===== src/rtl/pocu_pkg.sv =====
// Shared constants, types and register map for the pulse output command unit
package pocu_pkg;
    // ------------------------------------------------------------
    // Clocking
    // ------------------------------------------------------------
    localparam int CLK_HZ = 20_000_000;
    localparam int CLK_PERIOD_NS = 50;
    localparam int CYC_PER_PCT = CLK_HZ / 100;
    localparam logic [3:0] CMD_LAT_CYC = 4'h4;
    // ------------------------------------------------------------
    // Register byte offsets
    // ------------------------------------------------------------
    localparam logic [7:0] OFS_CTRL = 8'h00;
    localparam logic [7:0] OFS_FREQ = 8'h04;
    localparam logic [7:0] OFS_DUTY = 8'h08;
    localparam logic [7:0] OFS_LIMIT = 8'h0C;
    localparam logic [7:0] OFS_FUNC = 8'h10;
    localparam logic [7:0] OFS_POS = 8'h14;
    localparam logic [7:0] OFS_STAT = 8'h18;
    localparam logic [7:0] OFS_RESULT = 8'h1C;
    localparam logic [7:0] OFS_LCFG = 8'h20;
    // ------------------------------------------------------------
    // Field positions, reset values, duty default and range limits
    // ------------------------------------------------------------
    localparam int CTRL_RDERR = 0;
    localparam int CTRL_RTLM = 1;
    localparam int CTRL_RTPM = 2;
    localparam int CTRL_CHAN_LSB = 8;
    localparam int CTRL_MOD_LSB = 16;
    localparam int CTRL_REMOTE = 24;
    localparam logic [31:0] CTRL_RST = 32'h0000_0000;
    localparam logic [15:0] FREQ_RST = 16'h03E8;
    localparam logic [15:0] FREQ_MIN = 16'h0014;
    localparam logic [15:0] FREQ_MAX = 16'h4E20;
    localparam logic [7:0] DUTY_DEF = 8'h32;
    localparam logic [7:0] DUTY_MAX = 8'h63;
    localparam logic [31:0] POS_MAX = 32'h7FFF_4020;
    // ------------------------------------------------------------
    // Error codes
    // ------------------------------------------------------------
    localparam logic [15:0] ERR_NONE = 16'h0000;
    localparam logic [15:0] ERR_BAD_CMD = 16'h0064;
    localparam logic [15:0] ERR_NO_FILE = 16'h0065;
    localparam logic [15:0] ERR_FILE_TYPE = 16'h0066;
    localparam logic [15:0] ERR_PROFILE = 16'h0067;
    localparam logic [15:0] ERR_NOT_LIMIT = 16'h0068;
    localparam logic [15:0] ERR_EDGE_RANGE = 16'h0069;
    localparam logic [15:0] ERR_FUNC_BAD = 16'h006A;
    localparam logic [15:0] ERR_FUNC_RANGE = 16'h006B;
    localparam logic [15:0] ERR_PRESET_FN = 16'h006C;
    localparam logic [15:0] ERR_TABLE_FULL = 16'h006D;
    localparam logic [15:0] ERR_ENTRY_RANGE = 16'h006E;
    localparam logic [15:0] ERR_REG_RANGE = 16'h006F;
    localparam logic [15:0] ERR_REG_UNCFG = 16'h0070;
    localparam logic [15:0] ERR_REMOTE = 16'h07D1;
    // ------------------------------------------------------------
    // Types
    // ------------------------------------------------------------
    typedef enum logic [1:0] {
        ST_IDLE = 2'h0,
        ST_WAIT = 2'h1,
        ST_FINISH = 2'h3
    } pocu_state_type;
    typedef struct packed {
        logic [1:0] chan;
        logic pos_mode;
        logic [15:0] freq;
        logic [7:0] duty;
        logic [7:0] limit;
        logic [7:0] func;
        logic [31:0] pos;
    } pocu_param_type;
endpackage


===== src/rtl/pocu_top.sv =====
// Command unit: read-error, run-to-limit and run-to-position over AHB-Lite
// Functional notes
// Read-error copies retained code into result
// Retained code is lost on next command
// Controller reads error right after failure
// Codes 0 and 100 to 103
// Codes 104 to 107 for limit inputs
// Codes 108 to 112 for presets and registers
// Remote base read-error reports 2001
// Run-to-limit loads frequency, limit, duty
// Controller configures limit inputs first
// Limit byte: edge digit, input digit
// Pulse until chosen limit edge occurs
// Multi-cycle; exactly one of success/error
// Frequency in hertz, 20 to 20000
// Duty 0..99, zero means fifty percent
// Run-to-position loads frequency, duty, function, position
// Function byte: test digit, source digit
// Stop when count meets position; range checked
// Module number 0..255, channels 0..3
// Controller keeps scratch word private
// Start on rising enable; flags hold
//
// Added by the designer: the register addresses and the AHB-Lite slave port.
`timescale 1ns/1ps
module pocu_top import pocu_pkg::*; #(
    parameter logic [7:0] MODULE_NUM = 8'h01
) (
    input wire logic ref_clk,
    input wire logic rstn,
    input wire logic hsel,
    input wire logic [31:0] haddr,
    input wire logic [1:0] htrans,
    input wire logic hwrite,
    input wire logic [2:0] hsize,
    input wire logic [31:0] hwdata,
    input wire logic hready,
    output logic hreadyout,
    output logic hresp,
    output logic [31:0] hrdata,
    input wire logic [3:0] limit_in,
    input wire logic [3:0][31:0] count_in,
    output logic [3:0] pulse_out
);
    // ------------------------------------------------------------
    // Declarations
    // ------------------------------------------------------------
    // Bus data-phase bookkeeping
    logic wr_pend_reg;
    logic rd_pend_reg;
    logic [7:0] addr_reg;
    logic hready_reg;
    logic [31:0] hrdata_reg;
    logic [31:0] rd_next;
    // Software registers
    logic [31:0] ctrl_reg;
    logic [15:0] freq_reg;
    logic [7:0] duty_reg;
    logic [7:0] limit_reg;
    logic [7:0] func_reg;
    logic [31:0] pos_reg;
    logic [3:0] lcfg_reg;
    // Command sequencer
    pocu_state_type state_reg;
    logic [3:0] wait_reg;
    logic [2:0] en_prev_reg;
    logic [2:0] en_rise;
    logic [2:0] cmd_reg;
    logic [15:0] code_reg;
    logic [15:0] err_code_reg;
    logic [15:0] result_reg;
    logic success_reg;
    logic error_reg;
    pocu_param_type par_reg;
    pocu_param_type act_reg;
    // Pulse generator
    logic run_reg;
    logic [24:0] phase_reg;
    logic [24:0] phase_sum;
    logic [24:0] thresh;
    logic [7:0] duty_eff;
    logic [3:0] pulse_reg;
    logic stop_hit;
    // Limit input conditioning
    logic [3:0] sync1_reg;
    logic [3:0] sync2_reg;
    logic [3:0] sync3_reg;
    logic [3:0] stable_reg;
    logic [3:0] stable_d_reg;
    logic [3:0] lim_rise;
    logic [3:0] lim_fall;

    assign hreadyout = hready_reg;
    assign hresp = 1'b0;
    assign hrdata = hrdata_reg;
    assign pulse_out = pulse_reg;

    // ------------------------------------------------------------
    // Functions
    // ------------------------------------------------------------
    // Parameter check; first failing field wins
    function automatic logic [15:0] check_code(
        input logic [2:0] cmd,
        input logic [31:0] ctrl,
        input pocu_param_type p,
        input logic [3:0] lcfg
    );
        logic [15:0] c;
        c = ERR_NONE;
        if (ctrl[CTRL_MOD_LSB +: 8] != MODULE_NUM) begin
            c = ERR_BAD_CMD;
        end else if (cmd[CTRL_RDERR]) begin
            c = ctrl[CTRL_REMOTE] ? ERR_REMOTE : ERR_NONE;
        end else if (p.freq < FREQ_MIN || p.freq > FREQ_MAX) begin
            c = ERR_REG_RANGE;
        end else if (p.duty > DUTY_MAX) begin
            c = ERR_REG_RANGE;
        end else if (cmd[CTRL_RTLM]) begin
            if (p.limit[3:0] > 4'h3) begin
                c = ERR_FUNC_RANGE;
            end else if (p.limit[7:4] > 4'h2) begin
                c = ERR_EDGE_RANGE;
            end else if (!lcfg[p.limit[1:0]]) begin
                c = ERR_NOT_LIMIT;
            end
        end else begin
            if (p.func[7:4] > 4'h1) begin
                c = ERR_FUNC_BAD;
            end else if (p.func[3:0] > 4'h3) begin
                c = ERR_FUNC_RANGE;
            end else if (p.pos > POS_MAX) begin
                c = ERR_REG_RANGE;
            end
        end
        return c;
    endfunction

    // ------------------------------------------------------------
    // AHB-Lite slave
    // ------------------------------------------------------------
    // Writes finish with no wait; reads take one wait state so the
    // read word always reflects a write that just went before it
    always_ff @(posedge ref_clk) begin
        if (!rstn) begin
            wr_pend_reg <= 1'b0;
            rd_pend_reg <= 1'b0;
            addr_reg <= 8'h00;
            hready_reg <= 1'b1;
        end else begin
            wr_pend_reg <= 1'b0;
            if (rd_pend_reg) begin
                // Read data is out now
                rd_pend_reg <= 1'b0;
                hready_reg <= 1'b1;
            end else if (hsel && htrans[1] && hready) begin
                // Address phase taken
                addr_reg <= haddr[7:0];
                wr_pend_reg <= hwrite;
                rd_pend_reg <= !hwrite;
                hready_reg <= hwrite;
            end
        end
    end

    // Read multiplexer; unmapped offsets read zero
    always_comb begin
        rd_next = 32'h0000_0000;
        case (addr_reg)
            OFS_CTRL: rd_next = ctrl_reg;
            OFS_FREQ: rd_next = {16'h0000, freq_reg};
            OFS_DUTY: rd_next = {24'h000000, duty_reg};
            OFS_LIMIT: rd_next = {24'h000000, limit_reg};
            OFS_FUNC: rd_next = {24'h000000, func_reg};
            OFS_POS: rd_next = pos_reg;
            OFS_STAT: begin
                rd_next = {24'h000000, act_reg.chan, 1'b0, run_reg,
                           state_reg != ST_IDLE, error_reg, success_reg,
                           1'b0};
            end
            OFS_RESULT: rd_next = {16'h0000, result_reg};
            OFS_LCFG: rd_next = {28'h0000000, lcfg_reg};
            default: rd_next = 32'h0000_0000;
        endcase
    end

    // Read data register
    always_ff @(posedge ref_clk) begin
        if (!rstn) begin
            hrdata_reg <= 32'h0000_0000;
        end else if (rd_pend_reg) begin
            hrdata_reg <= rd_next;
        end
    end

    // Register writes in the data phase
    always_ff @(posedge ref_clk) begin
        if (!rstn) begin
            ctrl_reg <= CTRL_RST;
            freq_reg <= FREQ_RST;
            duty_reg <= 8'h00;
            limit_reg <= 8'h00;
            func_reg <= 8'h00;
            pos_reg <= 32'h0000_0000;
            lcfg_reg <= 4'h0;
        end else if (wr_pend_reg) begin
            case (addr_reg)
                OFS_CTRL: ctrl_reg <= hwdata;
                OFS_FREQ: freq_reg <= hwdata[15:0];
                OFS_DUTY: duty_reg <= hwdata[7:0];
                OFS_LIMIT: limit_reg <= hwdata[7:0];
                OFS_FUNC: func_reg <= hwdata[7:0];
                OFS_POS: pos_reg <= hwdata;
                OFS_LCFG: lcfg_reg <= hwdata[3:0];
                default: begin
                end
            endcase
        end
    end

    // ------------------------------------------------------------
    // Command sequencer
    // ------------------------------------------------------------
    // Only a fresh rising enable starts a command
    assign en_rise = ctrl_reg[2:0] & ~en_prev_reg;

    always_ff @(posedge ref_clk) begin
        if (!rstn) begin
            en_prev_reg <= 3'h0;
        end else begin
            en_prev_reg <= ctrl_reg[2:0];
        end
    end

    // Trigger, latency count, then result. Triggers while busy are
    // dropped: the controller holds a single command at a time.
    always_ff @(posedge ref_clk) begin
        if (!rstn) begin
            state_reg <= ST_IDLE;
            wait_reg <= 4'h0;
            cmd_reg <= 3'h0;
            code_reg <= ERR_NONE;
            err_code_reg <= ERR_NONE;
            result_reg <= 16'h0000;
            success_reg <= 1'b0;
            error_reg <= 1'b0;
            par_reg <= '0;
        end else begin
            case (state_reg)
                ST_IDLE: begin
                    if (en_rise != 3'h0) begin
                        // Lowest enable bit has priority
                        if (en_rise[CTRL_RDERR]) begin
                            cmd_reg <= 3'h1;
                        end else if (en_rise[CTRL_RTLM]) begin
                            cmd_reg <= 3'h2;
                        end else begin
                            cmd_reg <= 3'h4;
                        end
                        // Snapshot of the parameters
                        par_reg.chan <= ctrl_reg[CTRL_CHAN_LSB +: 2];
                        par_reg.pos_mode <= !en_rise[CTRL_RTLM];
                        par_reg.freq <= freq_reg;
                        par_reg.duty <= duty_reg;
                        par_reg.limit <= limit_reg;
                        par_reg.func <= func_reg;
                        par_reg.pos <= pos_reg;
                        // Result word: retained code or remote answer
                        if (en_rise[CTRL_RDERR]) begin
                            result_reg <= ctrl_reg[CTRL_REMOTE] ? ERR_REMOTE
                                                                : err_code_reg;
                        end
                        err_code_reg <= ERR_NONE;
                        success_reg <= 1'b0;
                        error_reg <= 1'b0;
                        wait_reg <= CMD_LAT_CYC;
                        state_reg <= ST_WAIT;
                    end
                end
                ST_WAIT: begin
                    // Parameters are checked while the latency runs
                    code_reg <= check_code(cmd_reg, ctrl_reg, par_reg,
                                           lcfg_reg);
                    if (wait_reg == 4'h0) begin
                        state_reg <= ST_FINISH;
                    end else begin
                        wait_reg <= wait_reg - 4'h1;
                    end
                end
                ST_FINISH: begin
                    // Exactly one flag; both hold until the next start
                    success_reg <= (code_reg == ERR_NONE);
                    error_reg <= (code_reg != ERR_NONE);
                    err_code_reg <= code_reg;
                    state_reg <= ST_IDLE;
                end
                default: begin
                    state_reg <= ST_IDLE;
                end
            endcase
        end
    end

    // ------------------------------------------------------------
    // Limit input synchronisers
    // ------------------------------------------------------------
    // A level counts once stages two and three agree, which also
    // rejects a single-cycle glitch on the pin
    always_ff @(posedge ref_clk) begin
        if (!rstn) begin
            sync1_reg <= 4'h0;
            sync2_reg <= 4'h0;
            sync3_reg <= 4'h0;
            stable_reg <= 4'h0;
            stable_d_reg <= 4'h0;
        end else begin
            sync1_reg <= limit_in;
            sync2_reg <= sync1_reg;
            sync3_reg <= sync2_reg;
            stable_reg <= (sync2_reg & ~(sync2_reg ^ sync3_reg))
                        | (stable_reg & (sync2_reg ^ sync3_reg));
            stable_d_reg <= stable_reg;
        end
    end

    assign lim_rise = stable_reg & ~stable_d_reg;
    assign lim_fall = ~stable_reg & stable_d_reg;

    // ------------------------------------------------------------
    // Stop condition
    // ------------------------------------------------------------
    always_comb begin
        stop_hit = 1'b0;
        if (act_reg.pos_mode) begin
            // Test digit 1 is greater-than, 0 is less-than
            if (act_reg.func[4]) begin
                stop_hit = count_in[act_reg.func[1:0]] > act_reg.pos;
            end else begin
                stop_hit = count_in[act_reg.func[1:0]] < act_reg.pos;
            end
        end else begin
            case (act_reg.limit[5:4])
                2'h0: stop_hit = lim_rise[act_reg.limit[1:0]];
                2'h1: stop_hit = lim_fall[act_reg.limit[1:0]];
                default: begin
                    stop_hit = lim_rise[act_reg.limit[1:0]]
                             | lim_fall[act_reg.limit[1:0]];
                end
            endcase
        end
    end

    // ------------------------------------------------------------
    // Pulse generator
    // ------------------------------------------------------------
    // Phase accumulator modulo the clock rate: the average rate is
    // exact in hertz at the cost of one clock of edge jitter
    assign duty_eff = (act_reg.duty == 8'h00) ? DUTY_DEF : act_reg.duty;
    assign thresh = 25'(duty_eff * CYC_PER_PCT);
    assign phase_sum = phase_reg + {9'h000, act_reg.freq};

    always_ff @(posedge ref_clk) begin
        if (!rstn) begin
            run_reg <= 1'b0;
            act_reg <= '0;
        end else if (state_reg == ST_FINISH && code_reg == ERR_NONE
                     && !cmd_reg[CTRL_RDERR]) begin
            // Load the command into the channel and start pulsing
            act_reg <= par_reg;
            run_reg <= 1'b1;
        end else if (run_reg && stop_hit) begin
            run_reg <= 1'b0;
        end
    end

    always_ff @(posedge ref_clk) begin
        if (!rstn || !run_reg) begin
            phase_reg <= 25'h0000000;
        end else if (phase_sum >= 25'(CLK_HZ)) begin
            phase_reg <= phase_sum - 25'(CLK_HZ);
        end else begin
            phase_reg <= phase_sum;
        end
    end

    // One output per channel; only the loaded channel toggles
    generate
        for (genvar i = 0; i < 4; i++) begin : g_out
            always_ff @(posedge ref_clk) begin
                if (!rstn) begin
                    pulse_reg[i] <= 1'b0;
                end else begin
                    pulse_reg[i] <= run_reg && !stop_hit
                                  && (act_reg.chan == 2'(i))
                                  && (phase_reg < thresh);
                end
            end
        end
    endgenerate

    // hsize is not decoded: every transfer is served as a whole-word transfer
endmodule


===== config.mk =====
export PLATFORM = sky130hd
export DESIGN_NAME = pocu_top
export DESIGN_NICKNAME = d
export VERILOG_FILES = /design/src/rtl/pocu_pkg.sv /design/src/rtl/pocu_top.sv
export SDC_FILE = /design/constraint.sdc
export NUM_CORES = 1
export LEC_CHECK = 0
export BUFFER_PORTS_ARGS = -buffer_cell sky130_fd_sc_hd__buf_2
export CORE_MARGIN = 2
export CORE_UTILIZATION = 45
export CTS_BUF_LIST = sky130_fd_sc_hd__clkbuf_2 sky130_fd_sc_hd__clkbuf_4 sky130_fd_sc_hd__clkbuf_8
export DETAILED_ROUTE_END_ITERATION = 8
export SLEW_MARGIN = 20
export SYNTH_ARGS = -nofsm -noshare
export SYNTH_HDL_FRONTEND = slang
export SYNTH_SLANG_ARGS = --single-unit

===== constraint.sdc =====
create_clock -name ref_clk -period 16.6 [get_ports ref_clk]
set_input_delay 1.66 -clock ref_clk [delete_from_list [all_inputs] [get_ports ref_clk]]
set_output_delay 1.66 -clock ref_clk [all_outputs]
set_load 0.005 [all_outputs]

==> impl_metrics.py, run 1 <==
metrics = {
    "timing": {
        "tns_ns": 0,
        "maxSlewHeadroom_pct": 36.6,
        "fin_crit_sh_pct": 40.1,
        "setup_violations": 0,
        "setup_slack_ns": 9.94,
        "finalCriticalPeriod_ns": 6.66,
        "rsz0062_at_grt": "false",
        "finalHoldViolCount": 0,
        "finalClockSkew_ns": 0.0350,
        "max_freq_ghz": 0.150,
        "slew_violations": 0,
        "tightest_slew_ns": 0.950,
    },
    "layout": {
        "final_nets": 2820,
        "final_cell_mix": "nand2_1, dfxtp_1, a21boi_0",
        "largest_register_ffs": 75,
        "final_common_cell": "nand2_1",
        "syn2layout_area_growth_pct": 15.1,
        "layout-drive-gt1-share_pct": 16.4,
    },
    "floorplanning": {
        "ios": 244,
        "dieArea_um2": 45100,
        "rows": 76,
        "die_x_um": 212,
        "die_h_um": 212,
        "core_area_um2": 43000,
        "start_util_pct": 45.4,
    },
    "pwr": {
        "cellLeakagePower_nw": 8.47,
        "powerDensity_nw_per_um2": 85.9,
        "peakVddDrop_uv": 72.7,
    },
    "clocking": {
        "cts_tree": "done",
        "cts_buffers": 69,
        "cts-root-buf": "clkbuf_8",
        "hold_buffers": 0,
        "htreeDepth": 3,
        "post-cts-setup-buffers": 0,
        "clock_path_buffers": 3,
        "clkSinkCount": 376,
        "post_cts_resized": 0,
        "clk_latency_ns": 0.61,
        "clk_pin_slew_ns": 0.06,
    },
    "route": {
        "drt_iter0_markers": 1273,
        "via_count": 16851,
        "drc": 0,
        "detail_route.wl_per_cell_um": 17.3,
        "drt-total-wl_um": 54000,
        "drtPass1Iterations": 6,
        "routed_via_density": 5.41,
        "ant_nets": 0,
    },
    "global_route": {
        "use_met1_pct": 35.2,
        "grt_use_met3_pct": 4.87,
        "grt_pass1_wl_um": 84000,
        "antenna_found_initial": 1,
        "grt_max_degree": 126,
        "grt_pass1_vias": 15731,
        "track_usage_pct": 23.4,
        "grtUsageMet2_pct": 33.6,
        "gr-total-overflow": 0,
        "grt.busiest_layer": "met1",
    },
    "critical_path": {
        "cp_max_fo": 5,
        "critPathMaxStageDelay_ns": 0.56,
        "crit_slowest_cell": "fa_1",
        "endpoint_kind": "flip-flop",
        "start_kind": "flip-flop",
        "setup.worst_path.class": "reg2reg",
        "critPathRequiredTime_ns": 17.07,
        "cp.arrival_ns": 7.13,
        "path_common_cell": "ha_1",
    },
    "logic_synthesis": {
        "ys_async_sr_fraction_pct": 0,
        "synth_top_flop_cell": "dfxtp_1",
        "synth_cell_types": 73,
        "yosys_warnings": 0,
        "synthCells": 2311,
        "avgSynthCellArea_um2": 8.45,
        "synth_seq_area_share_pct": 38.6,
        "syn_nets": 2647,
        "ys_ff_latch": 376,
        "synth_edf_count": 0,
        "syn_area_um2": 19500,
    },
    "status": {
        "outcome": "finished clean",
    },
    "hold_path": {
        "min_path_type": "reg2reg",
    },
    "place": {
        "dp.final_hpwl_um": 38400,
        "pre_cts_ws_ns": 10.0,
        "port_buffers": 214,
        "gp_congestion": 0.833,
    },
    "run": {
        "cap_violations": 0,
    },
}
==> final cells by class <==
type	count	area [um^2]
Tap cell	585	732
Fill cell	4174	20500
Timing Repair Buffer	238	1270
Antenna cell	1	2.50
Sequential cell	376	7530
Multi-Input combinational cell	1718	11200
Clock buffer	110	1360
Clock inverter	8	77.6
Inverter	81	304
==> worst paths after layout <==
| check | startpoint | to | slack (ns) | cells past startpoint |
|---|---|---|---|---|
| worst max register to register | act_reg[53]$_SDFFE_PN0P_ | pulse_out[1]$_SDFF_PN0_ | 9.94 | 28 |
| worst max-delay path | act_reg[53]$_SDFFE_PN0P_ | pulse_out[1]$_SDFF_PN0_ | 9.94 | 28 |
| worst min register to register | sync1_reg[0]$_SDFF_PN0_ | sync2_reg[0]$_SDFF_PN0_ | 0.43 | 1 |
| worst min-delay path | sync1_reg[0]$_SDFF_PN0_ | sync2_reg[0]$_SDFF_PN0_ | 0.43 | 1 |
==> cells in the mapped netlist (30+ instances only) <==
cell type / number / area share (%)
and2_1: 31 / 0.99
nor2_1: 94 / 1.8
inv_1: 81 / 1.6
ha_1: 117 / 7.5
clkbuf_1: 119 / 2.3
nand3_1: 43 / 1.1
mux4_2: 34 / 3.9
xnor2_1: 32 / 1.4
a21oi_1: 64 / 1.6
nand2_1: 591 / 11
dfxtp_1: 376 / 39
o21ai_0: 64 / 1.6
a21boi_0: 263 / 10
a21o_1: 30 / 1.2
==> worst max-delay path: cells and delay by family, from the launching register on <==
family          cells  cell delay (ns)
buf+inv             3             0.21
simple gates        8             1.74
flops               1             0.44
fa+ha+maj           7             2.45
xor+xnor            1             0.17
compound gates      9             1.50
==> power breakdown <==
group | switching (W) | internal (W)
sequential | 0.00000436 | 0.000908
clock | 0.000390 | 0.000532
combinational | 0.0000520 | 0.0000427
==> metal layers <==
metal	vias to the layer above	wire [um]	share of wire, %
met1	7926	26900	50
met5	-	12	0.022
met2	500	22400	41
met4	2	1160	2.2
li1	8333	-	-
met3	90	3540	6.6
==> stage by stage <==
| step | utilization, % | total power, W | instances | cell area, um^2 | hold WS [ns] |
|---|---|---|---|---|---|
| final | 52.3 | 0.00193 | 3117 | 22500 | 0.434 |
| after detailed placement | 48.9 | 0.00103 | 2997 | 21000 | 0.429 |
| after CTS | 52.2 | 0.00195 | 3115 | 22400 | 0.443 |
| after global placement | 48.9 | 0.00102 | 2997 | 21000 | 0.422 |
| after global routing | 52.3 | 0.00200 | 3116 | 22500 | 0.457 |
| after floorplan | - | 0.000982 | 2311 | 19500 | 0.412 |
==> cells by family (layout without fill, tap and decap cells) <==
kind of cell | count (synthesis) | in the layout | synth area share, %
AOI/OAI and AO/OA | 561 | 561 | 20.5
adders and majority gates | 130 | 130 | 8.83
and+or+nand+nor | 924 | 924 | 20.7
other | 1 | 2 | 0.0192
DFF | 376 | 376 | 38.6
muxes | 51 | 51 | 4.79
buffers and inverters | 217 | 437 | 4.28
xor gates and xnor gates | 51 | 51 | 2.29
No activity file was read; power rests on OpenSTA's default activity.
==> inputs of run 2 (changes only) <==
ABC_AREA = 1   (was unset)
clock period = 6.3 ns   (was 16.6 ns; I/O delays follow)
==> run 2 against run 1 <==
Clock skew is 0.0036 ns higher. Sequential share of layout area is 0.086 points higher. Via count is 11% higher. Register-to-register slack worse by 9.5 ns. Critical endpoint is now pulse_out[3]$_SDFF_PN0_. Largest cell class unchanged.
==> impl_metrics.py, run 2 <==
metrics = {
    "place": {
        "gp_congestion": 0.883,
        "dp.final_hpwl_um": 42300,
        "dpl_cell_area_um2": 20800,
        "port_buffers": 214,
    },
    "layout": {
        "register_area_um2": 7530,
        "design_area_um2": 22400,
        "diodes": 0,
        "multiInputGateArea_um2": 10200,
        "utilization_pct": 52.4,
        "syn2layout_area_growth_pct": 15.5,
        "final_common_cell": "nand2_1",
        "layout-drive-gt1-share_pct": 13.4,
        "largest_register_ffs": 75,
        "final_cell_mix": "nand2_1, nor2_1, dfxtp_1",
        "nFillCells": 4315,
        "final_nets": 3292,
    },
    "clocking": {
        "hold_buffers": 0,
        "cts_buffers": 66,
        "htreeDepth": 3,
        "clock_path_buffers": 3,
        "cts_tree": "done",
        "cts-root-buf": "clkbuf_8",
        "clk_latency_ns": 0.63,
        "clkSinkCount": 376,
        "clk_pin_slew_ns": 0.06,
    },
    "pwr": {
        "peakVddDrop_uv": 199,
        "cellLeakagePower_nw": 9.86,
        "powerDensity_nw_per_um2": 238,
    },
    "critical_path": {
        "start_kind": "flip-flop",
        "crit_slowest_cell": "fa_1",
        "reg2reg_slack_ns": 0.49,
        "critical_path.top_delay_family": "adder cells",
        "endpoint_kind": "flip-flop",
        "path_buf_inv": 5,
        "critPathRequiredTime_ns": 6.84,
        "critPathMaxStageDelay_ns": 0.49,
        "cp_max_fo": 7,
        "cp.arrival_ns": 6.35,
        "setup.worst_path.class": "reg2reg",
    },
    "logic_synthesis": {
        "synth_top_family_by_area": "simple AND/OR/NAND/NOR gates",
        "netlist_top_cells_area": "dfxtp_1, o21ai_0, nand2_1, ha_1, nor2_1",
        "synth_edf_count": 0,
        "synthSimpleGateAreaFrac_pct": 22.3,
        "synthAdderAreaFrac_pct": 8.89,
        "synth_top_flop_cell": "dfxtp_1",
        "synth_cell_types": 53,
        "yosys.cell_count.top_type": "nand2_1",
        "ys_ff_latch": 376,
        "syn_area_um2": 19400,
        "syn_nets": 3106,
        "yosys_warnings": 0,
        "muxShareOfSynthArea_pct": 0,
        "synth-compound-area-share_pct": 20.3,
        "avgSynthCellArea_um2": 7.00,
        "yosysTopAreaCellShare_pct": 38.8,
        "synth_seq_area_share_pct": 38.8,
        "synth_xor_area_share_pct": 0.767,
        "synth_area_leader_cell": "dfxtp_1",
        "synth_commonest_cells": "nand2_1, dfxtp_1, nor2_1",
        "synthCells": 2770,
        "ys_async_sr_fraction_pct": 0,
    },
    "global_route": {
        "grt_max_degree": 134,
        "antenna_found_initial": 0,
        "track_usage_pct": 25.1,
        "gr-total-overflow": 0,
        "grt_pass1_wl_um": 89700,
        "grt_pass1_vias": 16855,
    },
    "timing": {
        "max_freq_ghz": 0.172,
        "maxSlewHeadroom_pct": 31.2,
        "rsz0062_at_grt": "false",
        "slew_violations": 0,
        "setup_violations": 0,
        "fin_crit_sh_pct": 92.3,
        "finalCriticalPeriod_ns": 5.81,
        "tns_ns": 0,
        "finalClockSkew_ns": 0.0386,
        "finalHoldViolCount": 0,
        "tightest_slew_ns": 1.03,
    },
    "run": {
        "cap_violations": 0,
    },
    "route": {
        "via_count": 18708,
        "drt-total-wl_um": 57300,
        "ant_nets": 0,
        "drt_iter0_markers": 1355,
        "drc": 0,
        "detail_route.wl_per_cell_um": 16.1,
        "routed_via_density": 5.27,
        "drtPass1Iterations": 6,
    },
    "floorplanning": {
        "ios": 244,
        "core_area_um2": 42800,
        "dieArea_um2": 44800,
        "die_x_um": 212,
        "die_h_um": 212,
        "start_util_pct": 45.3,
        "rows": 76,
    },
    "hold_path": {
        "min_path_type": "in2reg",
    },
    "status": {
        "outcome": "finished clean",
    },
}
run 2: cell types whose count changed after synthesis, sizes merged, moves of 41 or more:
cell / delta
a21boi: -262
a21oi: +203
inv: +247
nand2: -92
nand3: +65
nor2: +286
o21ai: +297
o22ai: +41
run 2: path summary, 6_finish.rpt:
path | from | to | cells after the start
hold reg to reg | sync1_reg[1]$_SDFF_PN0_ | sync2_reg[1]$_SDFF_PN0_ | 2
hold / removal | hwrite | rd_pend_reg$_SDFF_PP0_ | 2
setup / recovery | act_reg[53]$_SDFFE_PN0P_ | pulse_out[3]$_SDFF_PN0_ | 28
setup reg to reg | act_reg[53]$_SDFFE_PN0P_ | pulse_out[3]$_SDFF_PN0_ | 28
run 2: power by group:
| group | switching, W | internal, W | total [W] |
|---|---|---|---|
| sequential | 0.0000283 | 0.00242 | 0.00245 |
| clock | 0.00105 | 0.00149 | 0.00253 |
| combinational | 0.000230 | 0.000131 | 0.000361 |
| total | 0.00130 | 0.00404 | 0.00534 |
run 2: what timing repair did:
item,CTS,global route
buffers inserted,0,3
setup endpoints to repair,0,4
endpoints found under the hold margin,0,0
gates resized for setup,0,3
run 2: kinds of logic after synthesis:
logic type / after synthesis
AO/OA/AOI/OAI: 740
XOR/XNOR: 17
adder cells (fa/ha/maj): 130
buffers and inverters: 456
flip-flops: 376
other: 1
AND/OR/NAND/NOR: 1050
run 2: area by class of cell:
cell class,instances,area share [%]
Timing Repair Buffer,238,5.70
Clock buffer,93,5.32
Sequential cell,376,33.6
Clock inverter,23,1.39
Inverter,336,5.63
Tap cell,546,3.05
Multi-Input combinational cell,1938,45.3
run 2: through the flow:
stage | instances | power, W | hold slack, ns | setup slack [ns]
global placement | 3430 | 0.00285 | 0.408 | 0.544
detailed placement | 3430 | 0.00285 | 0.411 | 0.394
floorplan | 2770 | 0.00270 | 0.390 | 1.14
CTS | 3546 | 0.00539 | 0.157 | 0.348
global route | 3550 | 0.00556 | 0.188 | 0.000191
finish | 3550 | 0.00534 | 0.201 | 0.486
run 2: metal layers:
layer | routed length (um) | GRT usage [%]
met1 | 29300 | 38.3
met2 | 23400 | 36.3
met3 | 3690 | 3.90
met4 | 869 | 6.70
met5 | 0 | 0
==> inputs of run 3 (changes only) <==
BUFFER_PORTS_ARGS = -buffer_cell sky130_fd_sc_hd__clkbuf_2   (was -buffer_cell sky130_fd_sc_hd__buf_2)
CORE_ASPECT_RATIO = 1.25   (was unset)
==> run 3 against run 2 <==
Sequential power about the same. Clock-buffer cell count decreased by 3. Worst hold slack got worse by 0.019 ns. Largest cell class unchanged. Cell count about the same. Critical path type unchanged. Combinational power decreased by 2%. Worst setup slack improved by 0.19 ns. Cell area decreased by 1.2%.
==> impl_metrics.py, run 3 (synthesized netlist as in run 2, its figures left out) <==
metrics = {
    "route": {
        "drt-total-wl_um": 56600,
        "drc": 0,
        "detail_route.wl_per_cell_um": 16.0,
        "drtPass1Iterations": 5,
        "drt_iter0_markers": 1262,
        "via_count": 18578,
        "routed_via_density": 5.23,
        "ant_nets": 0,
    },
    "clocking": {
        "cts_tree": "done",
        "clk_pin_slew_ns": 0.06,
        "htreeDepth": 2,
        "clock_path_buffers": 3,
        "cts_buffers": 59,
        "hold_buffers": 0,
        "cts-root-buf": "clkbuf_8",
        "clk_latency_ns": 0.63,
        "clkSinkCount": 376,
    },
    "layout": {
        "multiInputGateArea_um2": 10200,
        "syn2layout_area_growth_pct": 14.2,
        "final_nets": 3279,
        "final_common_cell": "nand2_1",
        "final_cell_mix": "nand2_1, dfxtp_1, nor2_1",
        "register_area_um2": 7530,
        "layout-drive-gt1-share_pct": 12.8,
        "utilization_pct": 51.7,
        "largest_register_ffs": 75,
        "nFillCells": 4430,
    },
    "critical_path": {
        "r2r-start": "act_reg[51]$_SDFFE_PN0P_",
        "worst_r2r_path_depth": 27,
        "cp_max_fo": 8,
        "path_buf_inv": 5,
        "cp.arrival_ns": 6.14,
        "setup.worst_path.class": "reg2reg",
        "path_common_cell": "ha_1",
        "endpoint_kind": "flip-flop",
        "path_depth": 27,
        "critPathMaxStageDelay_ns": 0.55,
        "critPathLaunch": "act_reg[51]$_SDFFE_PN0P_",
        "start_kind": "flip-flop",
        "r2r_end": "pulse_out[2]$_SDFF_PN0_",
        "critical_path.top_delay_family": "adder cells",
        "critPathRequiredTime_ns": 6.82,
        "crit_path_end": "pulse_out[2]$_SDFF_PN0_",
        "crit_slowest_cell": "fa_1",
        "reg2reg_slack_ns": 0.68,
    },
    "timing": {
        "setup_slack_ns": 0.675,
        "finalCriticalPeriod_ns": 5.62,
        "tns_ns": 0,
        "max_freq_ghz": 0.178,
        "fin_crit_sh_pct": 89.3,
        "maxSlewHeadroom_pct": 34.8,
        "rsz0062_at_grt": "false",
        "slew_violations": 0,
        "finalClockSkew_ns": 0.0325,
        "finalHoldViolCount": 0,
        "worst_hold_slack_ns": 0.182,
        "tightest_slew_ns": 0.972,
        "setup_violations": 0,
    },
    "global_route": {
        "use_met1_pct": 33.6,
        "grt_use_met3_pct": 3.24,
        "grt.busiest_layer": "met2",
        "grt_pass1_vias": 17584,
        "grtUsageMet2_pct": 41.5,
        "grt_pass1_wl_um": 90200,
        "grt_max_degree": 222,
        "antenna_found_initial": 1,
        "track_usage_pct": 24.9,
        "gr-total-overflow": 0,
    },
    "floorplanning": {
        "start_util_pct": 45.3,
        "dieArea_um2": 44800,
        "ios": 244,
        "die_x_um": 190,
        "core_area_um2": 42900,
        "rows": 85,
        "die_h_um": 236,
    },
    "place": {
        "dp.final_hpwl_um": 42300,
        "port_buffers": 214,
        "pre_cts_ws_ns": 0.590,
        "gp_congestion": 0.876,
    },
    "pwr": {
        "powerDensity_nw_per_um2": 227,
        "p_total_w": 0.00504,
        "peakVddDrop_uv": 214,
        "cellLeakagePower_nw": 9.72,
    },
    "status": {
        "outcome": "finished clean",
    },
    "run": {
        "cap_violations": 0,
    },
    "hold_path": {
        "min_path_type": "in2reg",
    },
}
-- run 3: cell count changes in the layout (fill, tap and decap cells not counted), sizes merged --
cell,delta
inv,-1
clkbuf,+210
bufinv,-3
buf,-219
clkinvlp,-1
diode,+1
clkinv,-7
-- run 3: area by class of cell --
type / instances / area share [%]
inverter: 336 / 5.69
multi-input combinational: 1938 / 45.8
tap: 565 / 3.19
clock buffer: 90 / 5.06
antenna: 1 / 0.0113
clock inverter: 11 / 0.689
sequential: 376 / 34.0
timing repair buffer: 232 / 5.53
-- run 3: repair_timing --
action / CTS / global route
buffers inserted: 0 / 0
setup endpoints to repair: 0 / 3
gates resized for setup: 0 / 1
-- run 3: worst register-to-register path, delay by kind of cell (launching register included) --
kind,cells,cell delay [ns]
compound gates,6,1.22
simple gates,8,0.88
xor+xnor,1,0.18
flops,1,0.43
buf+inv,5,0.46
fa+ha+maj,7,2.40
-- run 3: per-stage QoR --
step | area, um^2 | std cells
after floorplan | 19400 | 2770
after global placement | 20900 | 3447
after detailed placement | 20900 | 3447
after CTS | 22100 | 3548
after global routing | 22200 | 3549
final | 22200 | 3549
-- run 3: per-layer routing --
layer | up-vias | wire [um]
met5 | - | 0
met4 | 0 | 1410
met3 | 98 | 2780
met2 | 509 | 26100
met1 | 8505 | 26400
li1 | 9466 | -
-- run 3: worst min-delay path by stage --
stage	start	endpoint	depth (start not counted)
after floorplan	sync1_reg[0]$_SDFF_PN0_	sync2_reg[0]$_SDFF_PN0_	2
after global placement	sync1_reg[3]$_SDFF_PN0_	sync2_reg[3]$_SDFF_PN0_	2
after detailed placement	sync1_reg[3]$_SDFF_PN0_	sync2_reg[3]$_SDFF_PN0_	2
after CTS	limit_in[2]	sync1_reg[2]$_SDFF_PN0_	3
after global routing	limit_in[2]	sync1_reg[2]$_SDFF_PN0_	3
final	limit_in[2]	sync1_reg[2]$_SDFF_PN0_	3
-- run 3: power by group --
part	leakage, nW	total [W]	switching (W)	internal, W
sequential	3.04	0.00245	0.0000298	0.00242
combinational	6.01	0.000355	0.000226	0.000129
clock	0.679	0.00223	0.000976	0.00126
